$ cat src/inc/eii_pkg.sv
/*
 * Package for the external interrupt intake: register offsets, field
 * positions, reset values, vector offsets and state codes.
 * Assumes a 32-bit register port and a single processor clock.
 */
package eii_pkg;
    // ======================================================================
    // Register map (word offsets on the plain register port)
    localparam logic [3:0]  ADDR_CTRL      = 4'h0; // Enable bits
    localparam logic [3:0]  ADDR_STATUS    = 4'h1; // Sticky events, W1C
    localparam logic [3:0]  ADDR_MASK      = 4'h2; // Interrupt mask
    localparam logic [3:0]  ADDR_STATE     = 4'h3; // Live state
    localparam logic [3:0]  ADDR_NC_PC     = 4'h4; // Noncritical save pc
    localparam logic [3:0]  ADDR_NC_ST     = 4'h5; // Noncritical save state
    localparam logic [3:0]  ADDR_CR_PC     = 4'h6; // Critical save pc
    localparam logic [3:0]  ADDR_CR_ST     = 4'h7; // Critical save state
    localparam logic [3:0]  ADDR_RETURN    = 4'h8; // Write: return from handler
    // ======================================================================
    // Field positions
    localparam int          BIT_NC         = 0;
    localparam int          BIT_CR         = 1;
    localparam int          BIT_DBG        = 2;
    localparam logic [1:0]  CTRL_RESET     = 2'h0;
    localparam logic [2:0]  MASK_RESET     = 3'h0;
    // ======================================================================
    // Vector offsets
    localparam logic [31:0] VEC_CRIT       = 32'h0000_0100;
    localparam logic [31:0] VEC_NONCRIT    = 32'h0000_0200;
    localparam logic [31:0] DATA_ZERO      = 32'h0000_0000;
    // ======================================================================
    // Intake state, one-hot
    typedef enum logic [2:0] {
        ST_IDLE = 3'b001,
        ST_NC   = 3'b010,
        ST_CR   = 3'b100
    } eii_state_t;
endpackage

$ cat src/core/eii_sync.sv
/*
 * Two-flop synchroniser for the request pins.
 * Assumes inputs arrive from logic outside the processor clock domain.
 */
module eii_sync (
    // Clock and reset
    input  wire logic clk_sys_i,
    input  wire logic rst_i,
    // Data
    input  wire logic d_i,
    output logic      q_o
);
    logic meta_ff;
    logic q_ff;

    // ======================================================================
    // Synchroniser chain; first stage feeds only the second
    always_ff @(posedge clk_sys_i or posedge rst_i) begin
        if (rst_i) begin
            meta_ff <= 1'b0;
            q_ff    <= 1'b0;
        end else begin
            meta_ff <= d_i;
            q_ff    <= meta_ff;
        end
    end
    assign q_o = q_ff;
endmodule // eii_sync

$ cat src/core/eii_save_pair.sv
/*
 * One save/restore pair: program counter and state word.
 * Assumes a one-cycle save strobe from the intake logic.
 */
module eii_save_pair (
    // Clock and reset
    input  wire logic        clk_sys_i,
    input  wire logic        rst_i,
    // Save port
    input  wire logic        save_i,
    input  wire logic [31:0] pc_i,
    input  wire logic [31:0] state_i,
    // Contents
    output logic [31:0]      pc_o,
    output logic [31:0]      state_o
);
    logic [31:0] pc_ff;
    logic [31:0] state_ff;

    // ======================================================================
    // Capture on save only, otherwise hold
    always_ff @(posedge clk_sys_i or posedge rst_i) begin
        if (rst_i) begin
            pc_ff    <= eii_pkg::DATA_ZERO;
            state_ff <= eii_pkg::DATA_ZERO;
        end else if (save_i) begin
            pc_ff    <= pc_i;
            state_ff <= state_i;
        end
    end
    assign pc_o    = pc_ff;
    assign state_o = state_ff;
endmodule // eii_save_pair

$ cat src/core/eii_intake.sv
/*
 * External interrupt intake: samples critical and noncritical request
 * levels, gates them by enable bits, gives critical priority, saves return
 * state into the class's pair and issues the vector.
 * Assumes the collector holds requests until software clears them and ties
 * unused inputs low. Software reaches the registers on a plain port.
 */
module eii_intake (
    // Clock and reset
    input  wire logic        clk_sys_i,
    input  wire logic        rst_i,
    // Request pins from the collector
    input  wire logic        crit_irq_request_in_i,
    input  wire logic        noncrit_irq_request_in_i,
    // Core context
    input  wire logic [31:0] cur_pc_i,
    input  wire logic [31:0] cur_state_i,
    input  wire logic        dbg_hold_i,
    // Register port
    input  wire logic [3:0]  addr_i,
    input  wire logic [31:0] wdata_i,
    input  wire logic        wr_i,
    input  wire logic        rd_i,
    output logic [31:0]      rdata_o,
    // Vector fetch
    output logic             fetch_o,
    output logic [31:0]      fetch_vec_o,
    // Enable state on the power management side
    output logic             noncrit_enable_bit_o,
    output logic             crit_enable_bit_o,
    // Interrupt
    output logic             irq_o
);
    logic                crit_req;
    logic                nc_req;
    logic [1:0]          ctrl_ff;
    logic [2:0]          status_ff;
    logic [2:0]          mask_ff;
    logic [31:0]         rdata_ff;
    logic                fetch_ff;
    logic [31:0]         vec_ff;
    logic                irq_ff;
    logic                ncen_ff;
    logic                cren_ff;
    eii_pkg::eii_state_t state_ff;
    eii_pkg::eii_state_t nxt_state;
    logic                take_cr;
    logic                take_nc;
    logic                ret_wr;
    logic [31:0]         nc_pc;
    logic [31:0]         nc_st;
    logic [31:0]         cr_pc;
    logic [31:0]         cr_st;

    // Register write decode shared by every writable register
    function automatic logic wr_hit(input logic we, input logic [3:0] a,
                                    input logic [3:0] target);
        return we && (a == target);
    endfunction

    // ======================================================================
    // Request sampling
    // two-flop sampling
    eii_sync u_sync_cr (
        .clk_sys_i (clk_sys_i),
        .rst_i     (rst_i),
        .d_i       (crit_irq_request_in_i),
        .q_o       (crit_req)
    );
    eii_sync u_sync_nc (
        .clk_sys_i (clk_sys_i),
        .rst_i     (rst_i),
        .d_i       (noncrit_irq_request_in_i),
        .q_o       (nc_req)
    );

    // ======================================================================
    // Take decision
    // critical enable gate; critical first
    assign take_cr = crit_req && ctrl_ff[eii_pkg::BIT_CR] && !dbg_hold_i
                     && (state_ff != eii_pkg::ST_CR);
    // noncritical enable gate; pending until enabled
    assign take_nc = nc_req && ctrl_ff[eii_pkg::BIT_NC] && !take_cr
                     && (state_ff == eii_pkg::ST_IDLE);
    assign ret_wr  = wr_hit(wr_i, addr_i, eii_pkg::ADDR_RETURN);

    // Next handler state; return from critical resumes noncritical if the written word has BIT_NC set
    always_comb begin
        nxt_state = state_ff;
        unique case (state_ff)
            eii_pkg::ST_IDLE: begin
                if (take_cr) begin
                    nxt_state = eii_pkg::ST_CR;
                end else if (take_nc) begin
                    nxt_state = eii_pkg::ST_NC;
                end
            end
            eii_pkg::ST_NC: begin
                if (take_cr) begin
                    nxt_state = eii_pkg::ST_CR;
                end else if (ret_wr) begin
                    nxt_state = eii_pkg::ST_IDLE;
                end
            end
            eii_pkg::ST_CR: begin
                if (ret_wr) begin
                    nxt_state = wdata_i[eii_pkg::BIT_NC] ? eii_pkg::ST_NC
                                                         : eii_pkg::ST_IDLE;
                end
            end
            default: nxt_state = eii_pkg::ST_IDLE;
        endcase
    end

    always_ff @(posedge clk_sys_i or posedge rst_i) begin
        if (rst_i) begin
            state_ff <= eii_pkg::ST_IDLE;
        end else begin
            state_ff <= nxt_state;
        end
    end

    // ======================================================================
    // Save pairs
    // critical uses second pair, noncritical first
    eii_save_pair u_nc_pair (
        .clk_sys_i (clk_sys_i),
        .rst_i     (rst_i),
        .save_i    (take_nc),
        .pc_i      (cur_pc_i),
        .state_i   (cur_state_i),
        .pc_o      (nc_pc),
        .state_o   (nc_st)
    );
    eii_save_pair u_cr_pair (
        .clk_sys_i (clk_sys_i),
        .rst_i     (rst_i),
        .save_i    (take_cr),
        .pc_i      (cur_pc_i),
        .state_i   (cur_state_i),
        .pc_o      (cr_pc),
        .state_o   (cr_st)
    );

    // ======================================================================
    // Vector fetch
    // vector selection
    always_ff @(posedge clk_sys_i or posedge rst_i) begin
        if (rst_i) begin
            fetch_ff <= 1'b0;
            vec_ff   <= eii_pkg::DATA_ZERO;
        end else begin
            fetch_ff <= take_cr || take_nc;
            if (take_cr) begin
                vec_ff <= eii_pkg::VEC_CRIT;
            end else if (take_nc) begin
                vec_ff <= eii_pkg::VEC_NONCRIT;
            end
        end
    end

    // ======================================================================
    // Enable bits, software writable
    always_ff @(posedge clk_sys_i or posedge rst_i) begin
        if (rst_i) begin
            ctrl_ff <= eii_pkg::CTRL_RESET;
        end else if (wr_hit(wr_i, addr_i, eii_pkg::ADDR_CTRL)) begin
            ctrl_ff <= wdata_i[1:0];
        end
    end

    always_ff @(posedge clk_sys_i or posedge rst_i) begin
        if (rst_i) begin
            ncen_ff <= 1'b0;
            cren_ff <= 1'b0;
        end else begin
            ncen_ff <= ctrl_ff[eii_pkg::BIT_NC];
            cren_ff <= ctrl_ff[eii_pkg::BIT_CR];
        end
    end

    // ======================================================================
    // Sticky status; a new event wins over a same-cycle clear
    always_ff @(posedge clk_sys_i or posedge rst_i) begin
        if (rst_i) begin
            status_ff <= 3'h0;
        end else begin
            status_ff <= (status_ff
                          & ~(wr_hit(wr_i, addr_i, eii_pkg::ADDR_STATUS)
                              ? wdata_i[2:0] : 3'h0))
                         | {take_cr && (state_ff == eii_pkg::ST_NC),
                            take_cr, take_nc};
        end
    end

    always_ff @(posedge clk_sys_i or posedge rst_i) begin
        if (rst_i) begin
            mask_ff <= eii_pkg::MASK_RESET;
        end else if (wr_hit(wr_i, addr_i, eii_pkg::ADDR_MASK)) begin
            mask_ff <= wdata_i[2:0];
        end
    end

    // Level interrupt while any unmasked status bit stands
    always_ff @(posedge clk_sys_i or posedge rst_i) begin
        if (rst_i) begin
            irq_ff <= 1'b0;
        end else begin
            irq_ff <= |(status_ff & mask_ff);
        end
    end

    // ======================================================================
    // Read data, one cycle after the strobe, zero otherwise
    always_ff @(posedge clk_sys_i or posedge rst_i) begin
        if (rst_i) begin
            rdata_ff <= eii_pkg::DATA_ZERO;
        end else if (rd_i) begin
            unique case (addr_i)
                eii_pkg::ADDR_CTRL:   rdata_ff <= {30'h0, ctrl_ff};
                eii_pkg::ADDR_STATUS: rdata_ff <= {29'h0, status_ff};
                eii_pkg::ADDR_MASK:   rdata_ff <= {29'h0, mask_ff};
                eii_pkg::ADDR_STATE:  rdata_ff <= {25'h0, state_ff, 2'h0,
                                                   crit_req, nc_req};
                eii_pkg::ADDR_NC_PC:  rdata_ff <= nc_pc;
                eii_pkg::ADDR_NC_ST:  rdata_ff <= nc_st;
                eii_pkg::ADDR_CR_PC:  rdata_ff <= cr_pc;
                eii_pkg::ADDR_CR_ST:  rdata_ff <= cr_st;
                default:              rdata_ff <= eii_pkg::DATA_ZERO;
            endcase
        end else begin
            rdata_ff <= eii_pkg::DATA_ZERO;
        end
    end

    assign rdata_o              = rdata_ff;
    assign fetch_o              = fetch_ff;
    assign fetch_vec_o          = vec_ff;
    assign noncrit_enable_bit_o = ncen_ff;
    assign crit_enable_bit_o    = cren_ff;
    assign irq_o                = irq_ff;
endmodule // eii_intake

$ cat config.mk
export PLATFORM = sky130hd
export DESIGN_NAME = eii_intake
export DESIGN_NICKNAME = d
export VERILOG_FILES = /design/src/inc/eii_pkg.sv /design/src/core/eii_sync.sv /design/src/core/eii_save_pair.sv /design/src/core/eii_intake.sv
export SDC_FILE = /design/constraint.sdc
export NUM_CORES = 1
export LEC_CHECK = 0
export ABC_AREA = 1
export BUFFER_PORTS_ARGS = -buffer_cell sky130_fd_sc_hd__buf_2
export CELL_PAD_IN_SITES_DETAIL_PLACEMENT = 0
export CELL_PAD_IN_SITES_GLOBAL_PLACEMENT = 2
export CORE_MARGIN = 1.5
export CORE_UTILIZATION = 31
export CTS_CLUSTER_SIZE = 28
export DETAILED_ROUTE_END_ITERATION = 10
export PLACE_DENSITY = 0.81
export RECOVER_POWER = 25
export SYNTH_ARGS = -nofsm -noshare
export SYNTH_HDL_FRONTEND = slang
export SYNTH_SLANG_ARGS = --single-unit
$ cat constraint.sdc
create_clock -name clk_sys_i -period 6.3 [get_ports clk_sys_i]
set_input_delay 0.63 -clock clk_sys_i [delete_from_list [all_inputs] [get_ports clk_sys_i]]
set_output_delay 0.63 -clock clk_sys_i [all_outputs]
set_load 0.05 [all_outputs]
Word level (Yosys, flattened, before mapping) --
Index checks and enable logic that the tools add are counted.
Storage, ports and cells: register bits after elaboration 211, bits in latches 0, memory bits (writable) 0, bits in read-only memories 0, bits of input ports 107, output and inout port bits 68, memories 0
Operators by class: add/sub/neg operators 0, multipliers 0, divide/modulo/power cells 0, $lt $le $gt $ge 0, equality and inequality tests 15, shift-type cells 0, muxes and demuxes 12, bitwise logic cells 4, reduce and logical (&&, ||, !) cells 18
Operators by type and width (number):
- case mux 32 bit (8 select lines) | 1
- two-way mux 32 bit | 3
- two-way mux 3 bit | 6
- == test 4 x 3 -> 1 bit (second input constant) | 4
- logical AND 1 bit | 11
- != test 3 bit (second input constant) | 3
- case mux 3 bit (3 select lines) | 1
- == test 4 x 2 -> 1 bit (second input constant) | 2
- bitwise AND 3 bit | 2
- == test 4 x 1 -> 1 bit (second input constant) | 1
- == test 4 bit (second input constant) | 1
- logical NOT 4 bit | 1
- == test 3 x 1 -> 1 bit (second input constant) | 1
- == test 3 x 2 -> 1 bit (second input constant) | 1
- == test 3 bit (second input constant) | 1
- NOT 3 bit | 1
- OR 3 bit | 1
- AND reduction 3 bit | 1
- OR reduction 3 bit | 1
- logical NOT 1 bit | 2
- two-way mux 2 bit | 1
- != test 2 bit (second input constant) | 1
- nonzero test 2 bit | 1
- logical OR 1 bit | 1

Logic depth before layout (Yosys ltp) --
depth after elaboration 9, mapped depth 9, depth with buffers taken out 8

By module --
A second synthesis with hierarchy kept.
Unflattened totals: cell total of the unflattened synthesis 963, area, all modules 8081.5 µm²
By module, submodules not included:
- eii_save_pair | instances 2, cells an instance 271, area an instance 2449.8 µm²
- eii_intake | instances 1, cells an instance 415, area an instance 3074.2 µm²
- eii_sync | instances 2, cells an instance 3, area an instance 53.8 µm²

Worst setup path before layout --
Ideal clock, no wire load.
path type input -> register, start point input port addr_i[1], end point register rdata_ff[22], in the netlist rdata_o[22], library setup time 0.072 ns, arrival time 1.393 ns, data required time 6.228 ns, setup slack 4.835 ns, stages 9, buffers on the path 2, path through nor2_4 > inv_2 > nor2_2 > buf_4 > buf_6 > nand2_1 > o21ai_1 > nor2_1 > nor2_1
Between the ends: cells in the longest elaborated chain, start to end 3, elaborated cells on any way between the ends 10, those cells by class 7 x eq/ne; 2 x mux; 1 x reduce/logical
RTL lines:
- start: declaration | RTL line eii_intake.sv:20 | input wire logic [3:0] addr_i,
- == test 4 x 3 -> 1 bit (tied with other cells) | RTL line eii_intake.sv:219 | unique case (addr_i)
- case mux 32 bit (8 select lines) * | RTL line eii_intake.sv:219
- two-way mux 32 bit * | RTL line eii_intake.sv:218 | end else if (rd_i) begin
- end signal: assignment | RTL line eii_intake.sv:217 | rdata_ff <= eii_pkg::DATA_ZERO;
- end signal: assignment | RTL line eii_intake.sv:220 | eii_pkg::ADDR_CTRL: rdata_ff <= {30'h0, ctrl_ff};
- end signal: assignment | RTL line eii_intake.sv:221 | eii_pkg::ADDR_STATUS: rdata_ff <= {29'h0, status_ff};
- end: declaration | RTL line eii_intake.sv:39 | logic [31:0] rdata_ff;
Every way passes the cells marked *; elsewhere a longest branch is shown, timed or not. A chain may end at the register's enable or synchronous reset.

Worst setup path after layout --
start point register state_ff[1], end point register state_ff[1]
Between the ends: cells in the longest elaborated chain, start to end 7, elaborated cells on any way between the ends 15, those cells by class 7 x eq/ne; 3 x mux; 5 x reduce/logical
RTL lines:
- start: declaration | RTL line eii_intake.sv:45 | eii_pkg::eii_state_t state_ff;
- start signal: assignment | RTL line eii_intake.sv:117 | state_ff <= eii_pkg::ST_IDLE;
- start signal: assignment | RTL line eii_intake.sv:119 | state_ff <= nxt_state;
- != test 3 bit | RTL line eii_intake.sv:81 | && (state_ff != eii_pkg::ST_CR);
- logical AND 1 bit | RTL line eii_intake.sv:81
- logical NOT 1 bit | RTL line eii_intake.sv:83 | assign take_nc = nc_req && ctrl_ff[eii_pkg::BIT_NC] && !take_cr
- logical AND 1 bit | RTL line eii_intake.sv:83
- logical AND 1 bit | RTL line eii_intake.sv:84 | && (state_ff == eii_pkg::ST_IDLE);
- != test 3 bit (no source line)
- AND reduction 3 bit (no source line)
Several ways; a longest one is shown, not always the timed one.

==> impl_summary.txt <==
----------------------------------------------------
[Worst setup path]
  Crit Path Class ... reg2reg
  Arrival time reported for the critical path endpoint ... 2.52 ns
  Category of the worst setup path capture point ... register
  Required time reported for the critical path endpoint ... 6.61 ns
  CP Max Fanout ... 93
  Worst Setup Start Kind ... register

[Hold path]
  Class of the tightest hold or removal check ... in2reg

[Clock tree]
  Number of H-tree branching levels ... 4
  Clock edge transition at the registers on the reported setup and hold paths ... 0.07 ns
  Clk_lat worst skew ... 0.43 ns
  Num Clock Sinks ... 181
  TritonCTS clock tree ... yes
  Root Buffer ... sky130_fd_sc_hd__clkbuf_16
  Resized cells post-CTS ... 0
  Number of hold-repair buffers added at the cts stage ... 0
  Maximum count of clock buffers along a single path ... 2
  Number of buffers created by CTS ... 17
  Post-CTS Setup Bufs ... 0

[STA]
  Final setup slack of the worst path ... 4.09 ns
  Slew Viols, Final ... 0
  Part of the cycle the worst path needs ... 0.352
  Relative slew slack ... 0.301
  Worst Tran Pin Value ... 1.05 ns
  Final period demand of the worst path ... 2.21 ns
  Maximum clock frequency ... 0.452 GHz
  Post-Route Setup TNS ... 0 ns
  Count of final hold-check violations ... 0
  Final-report setup violation count ... 0
  Post-Route Skew ... 0.0145 ns
  RSZ-0062 raised after global routing ... no

[Final layout]
  Core Util, Final ... 0.367
  Most frequent cells in the layout ... 337 x sky130_fd_sc_hd__nand2_1, 180 x sky130_fd_sc_hd__dfrtp_1, 114 x sky130_fd_sc_hd__buf_2
  Filler cell count in the final layout ... 2755
  Number of nets in the final layout ... 1150
  Final Instance Count excl. Fillers ... 1386
  Register area ... 0.00453 mm^2
  Area delta synth->final ... 16.8%
  Multi-input combinational cell area ... 0.00274 mm^2
  Area of all placed cells without fillers ... 0.00921 mm^2
  Share of final-layout standard cells stronger than drive strength 1 ... 0.157
  Most common cell after layout, fill and taps aside ... sky130_fd_sc_hd__nand2_1

[Global route]
  Global route overflow ... 0
  Via count of the first global-routing pass ... 5941
  Number of antenna violations at the first check in global routing ... 1
  Global router's overall resource usage ... 0.165
  Largest net degree at the start of global routing ... 122
  Global-route wire length before repair ... 33.0 mm

[Die]
  Total I/O pin count ... 175
  Initial cell density of the core ... 0.314
  Area of the die ... 0.0264 mm^2
  Die width ... 163 um
  Floorplan row count ... 58
  Overall die height ... 163 um
  Placeable core region ... 0.0251 mm^2

[Power and ir drop]
  Logic pwr share ... 0.221
  Leakage component of the power ... 0.00482 uW
  Sw Ratio ... 0.331
  Power Dens Cells ... 399 mW/mm^2
  Largest vdd supply drop ... 0.170 mV
  Switching power summed over all nets ... 1220 uW
  Power share of the sequential group ... 0.484
  Internal portion of total power ... 2460 uW
  Power share of the clock group ... 0.295

[Place]
  Post-detail-place hpwl ... 12.0 mm
  Place WS ... 3.72 ns
  Global placement routability congestion ... 0.769
  Placement Cell Area ... 0.00861 mm^2
  Number of cells in the design after placement ... 1354
  Count of buffers from port buffering ... 115

[Synth]
  Cell Area, Synth ... 0.00789 mm^2
  Flip-flop and latch count after synthesis ... 181
  Distinct cells, synth ... 21
  Sequential-to-total area share from yosys stat ... 0.574
  Total number of yosys warnings ... 0
  Mapped Cells ... 950
  Synthesized area divided by synthesized cell count ... 8.30 um^2

[Detailed routing]
  Number of antenna-violating nets in the routed design ... 0
  Routed wire length ... 20.7 mm
  Number of vias per cell ... 4.37
  Number of detailed-route iterations in the first pass ... 6
  Residual DRC ... 0
  Wirelength per Cell ... 14.9 um
  Number of vias in the routed layout ... 6054
  Initial DRC Count ... 328

[Run]
  Maximum Capacitance Violations ... 0

[Outcome]
  Run status ... complete, no violations

----------------------------------------------------
[path summary, 6_finish.rpt]
path                       slack (ns)                  start  cells past startpoint               endpoint
min reg2reg                      0.36      u_sync_nc.meta_ff                      0          u_sync_nc.q_o
max reg2reg                      4.09            state_ff[1]                      7            state_ff[1]
max                              4.09            state_ff[1]                      7            state_ff[1]
max in group asynchronous        4.50                  rst_i                      3     u_cr_pair.pc_o[11]
min in group asynchronous        0.38                  rst_i                      2  u_nc_pair.state_o[13]
min                              0.31  crit_irq_request_in_i                      1      u_sync_cr.meta_ff
[routing by layer]
layer | part of all wire | up-vias | wire length, um | GRT usage
met2 | 0.46 | 127 | 9460 | 0.263
met1 | 0.49 | 2820 | 10200 | 0.231
met5 | 0 | - | 0 | 0
met3 | 0.041 | 10 | 852 | 0.0308
met4 | 0.0088 | 0 | 183 | 0.0434
li1 | - | 3097 | - | -
[flip-flops by register name (all words and copies together) (netlist names), 3 cells and up]
name               cells
mask_ff                3
rdata_o               32
state_ff               3
status_ff              3
u_cr_pair.pc_o        32
u_cr_pair.state_o     32
u_nc_pair.pc_o        32
u_nc_pair.state_o     32
[synth_stat cells]
library cell               number  area, um^2
sky130_fd_sc_hd__buf_2         22         110
sky130_fd_sc_hd__nor2_2         3        18.8
sky130_fd_sc_hd__nand4_2        1        12.5
sky130_fd_sc_hd__nor2_1        72         270
sky130_fd_sc_hd__clkbuf_1      15        56.3
sky130_fd_sc_hd__inv_1         76         285
sky130_fd_sc_hd__buf_4         38         285
sky130_fd_sc_hd__inv_2          2        7.51
sky130_fd_sc_hd__nand4_1        1        6.26
sky130_fd_sc_hd__o21ai_1       33         165
sky130_fd_sc_hd__a21oi_1        3        15.0
sky130_fd_sc_hd__dfrtp_1      180        4500
sky130_fd_sc_hd__nand3b_1       1        7.51
sky130_fd_sc_hd__conb_1         1        3.75
sky130_fd_sc_hd__dfstp_2        1        26.3
sky130_fd_sc_hd__buf_6          2        22.5
sky130_fd_sc_hd__o21a_1         2        15.0
sky130_fd_sc_hd__nand2_1      338        1270
sky130_fd_sc_hd__nand3_1       61         305
sky130_fd_sc_hd__nor2_4         2        22.5
sky130_fd_sc_hd__o21ai_0       96         480
[power groups by stage]
stage / clock network [uW] / logic (uW) / registers, uW
detailed placement: 0 / 822 / 1800
global placement: 0 / 805 / 1800
finish: 1080 / 811 / 1780
floorplan: 0 / 548 / 1860
global route: 1170 / 940 / 1830
CTS: 1120 / 826 / 1780
[per-stage QoR]
stage | power [uW] | hold WS, ns
floorplan | 2410 | 0.331
global placement | 2600 | 0.342
detailed placement | 2620 | 0.343
CTS | 3720 | 0.290
global route | 3940 | 0.285
finish | 3670 | 0.313
[area by class of cell]
class	instances	share of cell area
clock inverter	12	0.0156
sequential	181	0.492
timing repair buffer	122	0.0681
multi-input combinational	643	0.298
clock buffer	19	0.0492
inverter	78	0.0326
antenna	1	0.000272
tap	330	0.0448
[critical path, stage by stage, from the launching register on]
cell and delay (ns):
sky130_fd_sc_hd__dfrtp_1 0.41, sky130_fd_sc_hd__nor2_1 0.18, sky130_fd_sc_hd__nand2_1 0.14, sky130_fd_sc_hd__nand2_4 0.08
sky130_fd_sc_hd__buf_4 0.73, sky130_fd_sc_hd__nand3_1 0.25, sky130_fd_sc_hd__nand3_1 0.16, sky130_fd_sc_hd__nand2_1 0.05
[cell families after synthesis]
| kind of cell | count (synthesis) | synth area share |
|---|---|---|
| AO/OA/AOI/OAI | 134 | 0.0856 |
| AND/OR/NAND/NOR | 479 | 0.242 |
| buffers and inverters | 155 | 0.0972 |
| flip-flops | 181 | 0.574 |
| other | 1 | 0.000475 |
No activity file was read; power rests on OpenSTA's default activity.
